File: src/shared/ctcm_pkg.sv
// Purpose: Constants and types for the CPU thermal cool-down manager
// Assumes: 250 MHz clock, 8-bit register port
// Notes: Behaviour list below
// Behaviour
// - Once enabled, thermal and stop-clock configuration writes are ignored until reset.
// - Enable bit reads 1 only while cool-down clocking is in effect.
// - Above equilibrium subtract it from upper byte; otherwise clear the counter.
// - Full-speed sample adds 2 plus the CPU efficiency setting.
// - Holdoff code selects 32, 64, 128 or 256 second comparison period.
// - With 64 s holdoff the CPU mode is sampled 16384 times per second.
// - Cool-down rate code selects CPU clock divide by 2, 3, 4 or 8.
// - Cool-down timeout is 3, 4 or 5 holdoff periods for codes 01 to 11.
// - At timeout clear the counter, restore normal clocking, restart monitoring.
// - With its enable set, cool-down entry and exit raise a management interrupt.
// - Active emergency sense input holds cool-down until it deactivates.
// - One polarity bit sets the emergency sense active level for both uses.
// - Emergency forcing works with the activity unit disabled.
// - Emergency sense interrupt enables operate independently of overtemp enable.
// - Emergency sense works when delivered through an external multiplexer.
// - Mode steps: full +2, div2/3 +1, div4 0, div8 -1, slower or stopped -2.
// - Efficiency is added only for samples with a positive mode step.
// - Activity counter is 24 bits; comparisons use its upper byte.
// - No sampling or counting while cool-down clocking is engaged.
package ctcm_pkg;
    localparam int CLK_HZ = 250_000_000;
    localparam int BASE_SAMPLE_HZ = 32768;
    // Cycles per base sample tick, rounded down
    localparam int SAMPLE_DIV = CLK_HZ / BASE_SAMPLE_HZ;
    localparam int BASE_HOLDOFF_S = 32;
    // Samples per holdoff period, same at every rate
    localparam int SAMPLES_PER_HOLDOFF = BASE_SAMPLE_HZ * BASE_HOLDOFF_S;
    localparam logic [7:0] ADDR_ENABLE_EQL = 8'ha5;
    localparam logic [7:0] ADDR_OTL = 8'ha6;
    localparam logic [7:0] ADDR_COOL_CFG = 8'ha7;
    localparam logic [7:0] ADDR_STPCFG_A = 8'h61;
    localparam logic [7:0] ADDR_STPCFG_B = 8'h66;
    localparam logic [7:0] ADDR_STPCFG_C = 8'hb0;
    localparam logic [7:0] ADDR_EVENT_EN = 8'hdb;
    localparam logic [7:0] ADDR_SENSE_POL = 8'h40;
    localparam logic [7:0] ADDR_STATUS = 8'hc0;
    localparam int ENABLE_BIT = 7;
    localparam int EQL_MSB = 6;
    localparam int EFF_LSB = 6;
    localparam int HOLD_LSB = 4;
    localparam int DIV_LSB = 2;
    localparam int TMO_LSB = 0;
    localparam int STP_A_BIT = 2;
    localparam int STP_B_BIT = 0;
    localparam int EVENT_EN_BIT = 6;
    localparam int SENSE_POL_BIT = 2;
    localparam logic [7:0] RESET_REG = 8'h00;
    localparam int CNT_W = 24;
    localparam logic [2:0] TMO_00_PERIODS = 3'd2;
    typedef enum logic [2:0]
    {
        CTCM_FULL,
        CTCM_DIV2,
        CTCM_DIV3,
        CTCM_DIV4,
        CTCM_DIV8,
        CTCM_DIV16,
        CTCM_STOP
    } ctcm_mode_t;
    typedef enum logic [1:0]
    {
        CTCM_MONITOR,
        CTCM_COOL_ACT,
        CTCM_COOL_EMERG
    } ctcm_state_t;
endpackage

File: src/shared/ctcm_step_if.sv
// Purpose: Carries a CPU mode and efficiency to the step unit and its result back
// Assumes: Combinational path
// Notes: Used only inside the manager
`timescale 1ns/1ps
interface ctcm_step_if;
    ctcm_pkg::ctcm_mode_t mode;
    logic [1:0] efficiency;
    logic signed [3:0] step;
    modport user (output mode, output efficiency, input step);
    modport calc (input mode, input efficiency, output step);
endinterface

File: src/core/ctcm_top.sv
// Purpose: CPU thermal cool-down manager
// Assumes: Register port with read data one cycle after the read strobe
// Notes: Sense input may come from a dedicated pin or an external multiplexer
//
// Added by the designer: the plain strobed port.
`timescale 1ns/1ps
module ctcm_top
#(
    parameter int SAMPLE_DIV = ctcm_pkg::SAMPLE_DIV,
    parameter int SAMPLES_PER_HOLDOFF = ctcm_pkg::SAMPLES_PER_HOLDOFF
)
(
    // Clock and reset
    input wire logic mclk_i,
    input wire logic rst_n_i,
    // Register port
    input wire logic [7:0] reg_addr_i,
    input wire logic [7:0] reg_wdata_i,
    input wire logic reg_wr_i,
    input wire logic reg_rd_i,
    output logic [7:0] reg_rdata_o,
    // CPU status and sense inputs
    input wire logic [2:0] cpu_mode_i,
    input wire logic emergency_sense_input_i,
    // Clock control outputs
    output logic cooldown_active_o,
    output logic [1:0] cooldown_clock_divisor_o,
    output logic system_management_interrupt_o,
    output logic [7:0] stop_clock_cfg_c_o,
    output logic [1:0] stop_clock_cfg_o
);
    logic [7:0] reg_eql;
    logic [7:0] reg_otl;
    logic [7:0] reg_cfg;
    logic [7:0] reg_stp_c;
    logic [1:0] reg_stp;
    logic reg_evt_en;
    logic reg_pol;
    logic [7:0] next_eql;
    logic [7:0] next_otl;
    logic [7:0] next_cfg;
    logic [7:0] next_stp_c;
    logic [1:0] next_stp;
    logic next_evt_en;
    logic next_pol;
    logic locked;
    logic [7:0] rdata;
    logic [7:0] next_rdata;

    ctcm_pkg::ctcm_state_t state;
    ctcm_pkg::ctcm_state_t next_state;
    logic [ctcm_pkg::CNT_W-1:0] activity_counter;
    logic [ctcm_pkg::CNT_W-1:0] next_activity_counter;
    logic [15:0] div_cnt;
    logic [15:0] next_div_cnt;
    logic [3:0] sub_cnt;
    logic [3:0] next_sub_cnt;
    logic [31:0] sample_cnt;
    logic [31:0] next_sample_cnt;
    logic [2:0] period_cnt;
    logic [2:0] next_period_cnt;
    logic irq;
    logic next_irq;

    ctcm_step_if step_bus ();
    ctcm_step u_step
    (
        .s(step_bus)
    );

    logic [1:0] cpu_efficiency;
    logic [1:0] cooldown_holdoff;
    logic [1:0] cooldown_timeout;
    logic [7:0] equilibrium_level;
    logic [7:0] overtemp_limit;
    logic sense_active;
    logic base_tick;
    logic sample_tick;
    logic holdoff_end;
    logic [2:0] timeout_periods;
    logic wr_lockable;
    logic last_period;

    assign locked = reg_eql[ctcm_pkg::ENABLE_BIT];
    assign equilibrium_level = {1'b0, reg_eql[ctcm_pkg::EQL_MSB:0]};
    assign overtemp_limit = reg_otl;
    assign cpu_efficiency = reg_cfg[ctcm_pkg::EFF_LSB +: 2];
    assign cooldown_holdoff = reg_cfg[ctcm_pkg::HOLD_LSB +: 2];
    assign cooldown_timeout = reg_cfg[ctcm_pkg::TMO_LSB +: 2];
    // Same polarity bit serves interrupt and forcing
    assign sense_active = (emergency_sense_input_i == reg_pol);
    assign step_bus.mode = ctcm_pkg::ctcm_mode_t'(cpu_mode_i);
    assign step_bus.efficiency = cpu_efficiency;

    // Sample rate halves per holdoff code step
    assign base_tick = (div_cnt == 16'(SAMPLE_DIV - 1));
    assign sample_tick = base_tick &&
        (sub_cnt == 4'((4'd1 << cooldown_holdoff) - 4'd1));
    assign holdoff_end = sample_tick && (sample_cnt == 32'(SAMPLES_PER_HOLDOFF - 1));

    always_comb
    begin
        unique case (cooldown_timeout)
            2'b00: timeout_periods = ctcm_pkg::TMO_00_PERIODS;
            2'b01: timeout_periods = 3'd3;
            2'b10: timeout_periods = 3'd4;
            2'b11: timeout_periods = 3'd5;
        endcase
    end
    assign last_period = (period_cnt == timeout_periods - 3'd1);

    // Registers
    assign wr_lockable = reg_wr_i && !locked;
    always_comb
    begin
        next_eql = reg_eql;
        next_otl = reg_otl;
        next_cfg = reg_cfg;
        next_stp_c = reg_stp_c;
        next_stp = reg_stp;
        next_evt_en = reg_evt_en;
        next_pol = reg_pol;
        next_rdata = 8'h00;
        if (wr_lockable)
        begin
            unique case (reg_addr_i)
                ctcm_pkg::ADDR_ENABLE_EQL: next_eql = reg_wdata_i;
                ctcm_pkg::ADDR_OTL: next_otl = reg_wdata_i;
                ctcm_pkg::ADDR_COOL_CFG: next_cfg = reg_wdata_i;
                ctcm_pkg::ADDR_STPCFG_A: next_stp[0] = reg_wdata_i[ctcm_pkg::STP_A_BIT];
                ctcm_pkg::ADDR_STPCFG_B: next_stp[1] = reg_wdata_i[ctcm_pkg::STP_B_BIT];
                ctcm_pkg::ADDR_STPCFG_C: next_stp_c = reg_wdata_i;
                default: ;
            endcase
        end
        if (reg_wr_i)
        begin
            // Event enable and polarity stay writable
            if (reg_addr_i == ctcm_pkg::ADDR_EVENT_EN)
                next_evt_en = reg_wdata_i[ctcm_pkg::EVENT_EN_BIT];
            if (reg_addr_i == ctcm_pkg::ADDR_SENSE_POL)
                next_pol = reg_wdata_i[ctcm_pkg::SENSE_POL_BIT];
        end
        if (reg_rd_i)
        begin
            unique case (reg_addr_i)
                ctcm_pkg::ADDR_ENABLE_EQL:
                    next_rdata = {(state != ctcm_pkg::CTCM_MONITOR),
                        reg_eql[ctcm_pkg::EQL_MSB:0]};
                ctcm_pkg::ADDR_OTL: next_rdata = reg_otl;
                ctcm_pkg::ADDR_COOL_CFG: next_rdata = reg_cfg;
                ctcm_pkg::ADDR_STPCFG_A: next_rdata = 8'(reg_stp[0]) << ctcm_pkg::STP_A_BIT;
                ctcm_pkg::ADDR_STPCFG_B: next_rdata = 8'(reg_stp[1]) << ctcm_pkg::STP_B_BIT;
                ctcm_pkg::ADDR_STPCFG_C: next_rdata = reg_stp_c;
                ctcm_pkg::ADDR_EVENT_EN: next_rdata = 8'(reg_evt_en) << ctcm_pkg::EVENT_EN_BIT;
                ctcm_pkg::ADDR_SENSE_POL: next_rdata = 8'(reg_pol) << ctcm_pkg::SENSE_POL_BIT;
                ctcm_pkg::ADDR_STATUS: next_rdata = activity_counter[23:16];
                default: next_rdata = 8'h00;
            endcase
        end
    end

    always_ff @(posedge mclk_i or negedge rst_n_i)
    begin
        if (!rst_n_i)
        begin
            reg_eql <= ctcm_pkg::RESET_REG;
            reg_otl <= ctcm_pkg::RESET_REG;
            reg_cfg <= ctcm_pkg::RESET_REG;
            reg_stp_c <= ctcm_pkg::RESET_REG;
            reg_stp <= 2'b00;
            reg_evt_en <= 1'b0;
            reg_pol <= 1'b0;
            rdata <= 8'h00;
        end
        else
        begin
            reg_eql <= next_eql;
            reg_otl <= next_otl;
            reg_cfg <= next_cfg;
            reg_stp_c <= next_stp_c;
            reg_stp <= next_stp;
            reg_evt_en <= next_evt_en;
            reg_pol <= next_pol;
            rdata <= next_rdata;
        end
    end

    // Activity monitor and cool-down sequencing
    always_comb
    begin
        logic [7:0] upper;
        logic [ctcm_pkg::CNT_W-1:0] stepped;
        upper = activity_counter[23:16];
        stepped = activity_counter + ctcm_pkg::CNT_W'(signed'(step_bus.step));
        next_state = state;
        next_activity_counter = activity_counter;
        next_div_cnt = base_tick ? 16'h0000 : div_cnt + 16'h0001;
        next_sub_cnt = base_tick ? ((sample_tick) ? 4'h0 : sub_cnt + 4'h1) : sub_cnt;
        next_sample_cnt = holdoff_end ? 32'h0 : (sample_tick ? sample_cnt + 32'h1 : sample_cnt);
        next_period_cnt = period_cnt;
        next_irq = 1'b0;
        unique case (state)
            ctcm_pkg::CTCM_MONITOR:
            begin
                if (sense_active)
                begin
                    next_state = ctcm_pkg::CTCM_COOL_EMERG;
                    next_irq = reg_evt_en;
                end
                else if (locked && sample_tick)
                begin
                    next_activity_counter = stepped;
                    if (holdoff_end)
                    begin
                        upper = stepped[23:16];
                        if (upper >= overtemp_limit)
                        begin
                            next_state = ctcm_pkg::CTCM_COOL_ACT;
                            next_period_cnt = 3'd0;
                            next_irq = reg_evt_en;
                        end
                        else if (upper > equilibrium_level)
                            next_activity_counter = {upper - equilibrium_level, stepped[15:0]};
                        else
                            next_activity_counter = '0;
                    end
                end
            end
            ctcm_pkg::CTCM_COOL_ACT:
            begin
                // Counter frozen while cooling
                if (holdoff_end)
                begin
                    if (last_period)
                    begin
                        // Sense still active keeps the CPU slowed, no exit event
                        if (sense_active)
                            next_state = ctcm_pkg::CTCM_COOL_EMERG;
                        else
                        begin
                            next_state = ctcm_pkg::CTCM_MONITOR;
                            next_irq = reg_evt_en;
                        end
                        next_activity_counter = '0;
                        next_sample_cnt = 32'h0;
                    end
                    else
                        next_period_cnt = period_cnt + 3'd1;
                end
            end
            ctcm_pkg::CTCM_COOL_EMERG:
            begin
                if (!sense_active)
                begin
                    next_state = ctcm_pkg::CTCM_MONITOR;
                    next_activity_counter = '0;
                    next_sample_cnt = 32'h0;
                    next_irq = reg_evt_en;
                end
            end
        endcase
    end

    always_ff @(posedge mclk_i or negedge rst_n_i)
    begin
        if (!rst_n_i)
        begin
            state <= ctcm_pkg::CTCM_MONITOR;
            activity_counter <= '0;
            div_cnt <= 16'h0000;
            sub_cnt <= 4'h0;
            sample_cnt <= 32'h0;
            period_cnt <= 3'd0;
            irq <= 1'b0;
        end
        else
        begin
            state <= next_state;
            activity_counter <= next_activity_counter;
            div_cnt <= next_div_cnt;
            sub_cnt <= next_sub_cnt;
            sample_cnt <= next_sample_cnt;
            period_cnt <= next_period_cnt;
            irq <= next_irq;
        end
    end

    assign reg_rdata_o = rdata;
    assign cooldown_active_o = (state != ctcm_pkg::CTCM_MONITOR);
    assign cooldown_clock_divisor_o = reg_cfg[ctcm_pkg::DIV_LSB +: 2];
    assign system_management_interrupt_o = irq;
    assign stop_clock_cfg_c_o = reg_stp_c;
    assign stop_clock_cfg_o = reg_stp;
endmodule

File: src/core/ctcm_step.sv
// Purpose: Signed activity increment for one sample
// Assumes: Mode encodings from the package
// Notes: Purely combinational
`timescale 1ns/1ps
module ctcm_step
(
    // Step request and result
    ctcm_step_if.calc s
);
    logic signed [3:0] base;
    always_comb
    begin
        unique case (s.mode)
            ctcm_pkg::CTCM_FULL: base = 4'sd2;
            ctcm_pkg::CTCM_DIV2, ctcm_pkg::CTCM_DIV3: base = 4'sd1;
            ctcm_pkg::CTCM_DIV4: base = 4'sd0;
            ctcm_pkg::CTCM_DIV8: base = -4'sd1;
            default: base = -4'sd2;
        endcase
        // Efficiency only on positive steps
        if (base > 4'sd0)
            s.step = base + $signed({2'b00, s.efficiency});
        else
            s.step = base;
    end
endmodule

File: config.mk
export PLATFORM = sky130hd
export DESIGN_NAME = ctcm_top
export DESIGN_NICKNAME = d
export VERILOG_FILES = /design/src/shared/ctcm_pkg.sv /design/src/shared/ctcm_step_if.sv /design/src/core/ctcm_top.sv /design/src/core/ctcm_step.sv
export SDC_FILE = /design/constraint.sdc
export NUM_CORES = 1
export LEC_CHECK = 0
export BUFFER_PORTS_ARGS = -buffer_cell sky130_fd_sc_hd__clkbuf_2
export CAP_MARGIN = 20
export CORE_ASPECT_RATIO = 0.5
export CORE_MARGIN = 2
export CORE_UTILIZATION = 55
export DETAILED_ROUTE_END_ITERATION = 8
export GPL_TIMING_DRIVEN = 0
export PLACE_DENSITY = 0.77
export SYNTH_ARGS = -nofsm -noshare
export SYNTH_HDL_FRONTEND = slang
export SYNTH_SLANG_ARGS = --single-unit
File: constraint.sdc
create_clock -name mclk_i -period 4.8 [get_ports mclk_i]
set_clock_uncertainty 0.1 [all_clocks]
set_input_delay 0.72 -clock mclk_i [delete_from_list [all_inputs] [get_ports mclk_i]]
set_output_delay 0.72 -clock mclk_i [all_outputs]
set_load 0.03 [all_outputs]
==> out/results.tsv <==
metric	value	unit
grt_max_degree	114	
ys_ff_latch	126	
ir_drop	0.326	mV
antenna_found_initial	0	
critPathMaxStageDelay	0.49	ns
finish.utilization	0.680	
finalCriticalPeriod	5.41	ns
clock.fmax	185	MHz
power.switching	1.72	mW
crit_arrival	5.60	ns
syn_avg_cell_area	9.63	µm²
crit_family	compound AO/OA/AOI/OAI gates	
hold_viol	0	
worst-path-buf-inv	3	
drt_iter0_drc	644	
wl_per_cell	17.3	µm
async_flop_share	1.00	
cts_max_level	4	
gr-total-overflow	0	
slew_headroom	0.356	
status	complete, but fails checks	
cp_max_fo	3	
initial_core_util	0.572	
antenna_left	0	
drc	0	
worstSetupEndpointType	register	
die_w	173	µm
grt_pass1_wl	31500	µm
fp.dieH	88.7	µm
setup_violations	30	
syn2layout_area_growth	18.7	%
place.gp.congestion	0.872	
cap_viol_max_count	0	
ff2ff_setup_slack	-0.28	ns
cts_inserted_buffers	17	
worstMarginPinSlew	0.957	ns
min_path_type	in -> async	
reg2reg_from	reg_cfg[6]	
hpwl	12800	µm
fin_ws	-0.610	ns
core	13800	µm²
synth_edf_count	0	
netlist_area	7890	µm²
place_area	8430	µm²
mostFrequentLayoutCell	dfrtp_1	
viasPerCell	5.93	
grt_pass1_vias	6466	
routed_wl	19100	µm
rows	30	
tns	-14.99	ns
leakagePower	4.36	nW
failed_checks	negative setup slack	
clkTransAtPathRegs	0.07	ns
cts.sinks	126	
ys_seq_area_frac	0.400	
cts_root_buffer	clkbuf_16	
ys_types	71	
p_per_area	474	nW/µm²
finish.instance_area	9360	µm²
nNetsFinal	981	
r2r-end	activity_counter[23]	
post_route_cells_drive_above_1_share	0.184	
rsz0062_at_grt	true	
drtPass1Iterations	6	
startpoint_type	primary input	
synth_flop_cell	dfrtp_1	
power.share.switching	0.387	
whs	0.0374	ns
clockPowerShare	0.296	
antenna_cells	0	
clk_path_buf_depth	2	
cp.required	4.99	ns
grt_usage	0.257	
cts_tree	yes	
crit_type	in -> reg	
final.period_utilization	1.13	
ioPinCount	46	
pwr-share-comb	0.426	
cts_hold_buf	0	
intPower	2.72	mW
num_vias	6557	
syn-instance-count	819	
slew_viol_final	0	
slowest_stage	fa_1	
p_seq_frac	0.278	
port_buffers	44	
dieArea	15400	µm²
yosysWarnings	0	
layout_common_cells	dfrtp_1, nand2_1, nor2_1	
reg2reg_depth	21	
syn-num-nets	900	
clock_latency	0.42	ns
[power by group through the flow]
stage	sequential [mW]	clock, mW	combinational (mW)
final	1.23	1.31	1.89
after detailed placement	1.25	0	1.62
after floorplan	1.23	0	1.28
after global placement	1.25	0	1.57
after global routing	1.24	1.37	2.06
after CTS	1.23	1.32	1.79
[worst register-to-register path: stages, from the launching register on]
cell and delay (ns):
dfrtp_1 0.40, ha_2 0.20, inv_2 0.03, fa_1 0.49
o21bai_2 0.08, fa_2 0.37, nand3_2 0.09, a21oi_2 0.07
o311a_1 0.33, nor3_2 0.27, o31ai_1 0.13, xor2_1 0.32
ha_1 0.33, a21o_1 0.20, a2111oi_4 0.33, o21ai_1 0.11
o211ai_1 0.14, buf_4 0.20, nand3_4 0.12, or3_1 0.42
mux2i_1 0.14, o31ai_1 0.08
[cell type report]
cell class,instances,area (µm²)
flip-flops and latches,126,3150
multi-input cells,633,4710
inverters,41,154
clock inverters,15,174
clock buffers,17,425
plain buffers,19,96.3
well taps,192,240
repair buffers,62,409
fillers,1036,4410
[state kept, by name, summed over array words and instances (netlist names), 3 cells and up]
register and cells:
stop_clock_cfg_c_o 8, reg_cfg 8, sample_cnt 32, period_cnt 3
sub_cnt 4, reg_rdata_o 8, activity_counter 24, div_cnt 16
overtemp_limit 8, reg_eql 8
[logic make-up after synthesis]
group	count (synthesis)	synth area share
compound gates	171	0.154
xor+xnor	70	0.0777
fa+ha+maj	57	0.0933
buf+inv	60	0.0306
flops	126	0.400
mux	39	0.0539
simple gates	296	0.190
[metal layers]
metal  track usage  vias up  wire, µm
li1              -     3137         -
met1         0.321     3183      8340
met2         0.451      192      9260
met3        0.0477       45       965
met4         0.110        0       516
met5             0        -         0
[through the flow]
stage | std cells | power [mW] | setup slack (ns)
4_1_cts | 1101 | 4.34 | -0.519
5_1_grt | 1105 | 4.68 | -0.851
2_1_floorplan | 819 | 2.50 | -0.365
3_3_place_gp | 1055 | 2.82 | -1.01
3_5_place_dp | 1057 | 2.87 | -1.15
6_report | 1105 | 4.43 | -0.610
[synth_stat cells (all sizes together) (14+ instances only)]
library cell / count / area share
dfrtp: 126 / 0.40
nand2: 86 / 0.041
nor2: 76 / 0.036
ha: 54 / 0.086
o21ai: 44 / 0.028
inv: 41 / 0.020
xor2: 40 / 0.044
nand3: 31 / 0.021
a21oi: 30 / 0.019
xnor2: 30 / 0.033
mux2: 28 / 0.040
a22o: 20 / 0.022
nand4: 14 / 0.011
[timing repair]
item,4_1_cts,5_1_grt
pin swaps,14,17
resized for setup,26,23
cloned,2,0
endpoints found under the setup margin,30,30
buffers inserted,11,4
[worst max path at each step]
stage | from | to | depth (start not counted)
final | cpu_mode_i[1] | activity_counter[23] | 25
after global routing | cpu_mode_i[1] | activity_counter[23] | 25
after CTS | cpu_mode_i[1] | activity_counter[23] | 25
after detailed placement | cpu_mode_i[2] | activity_counter[23] | 18
after global placement | cpu_mode_i[2] | activity_counter[23] | 18
after floorplan | cpu_mode_i[1] | activity_counter[19] | 22
Power figures use the tool's default switching activity.
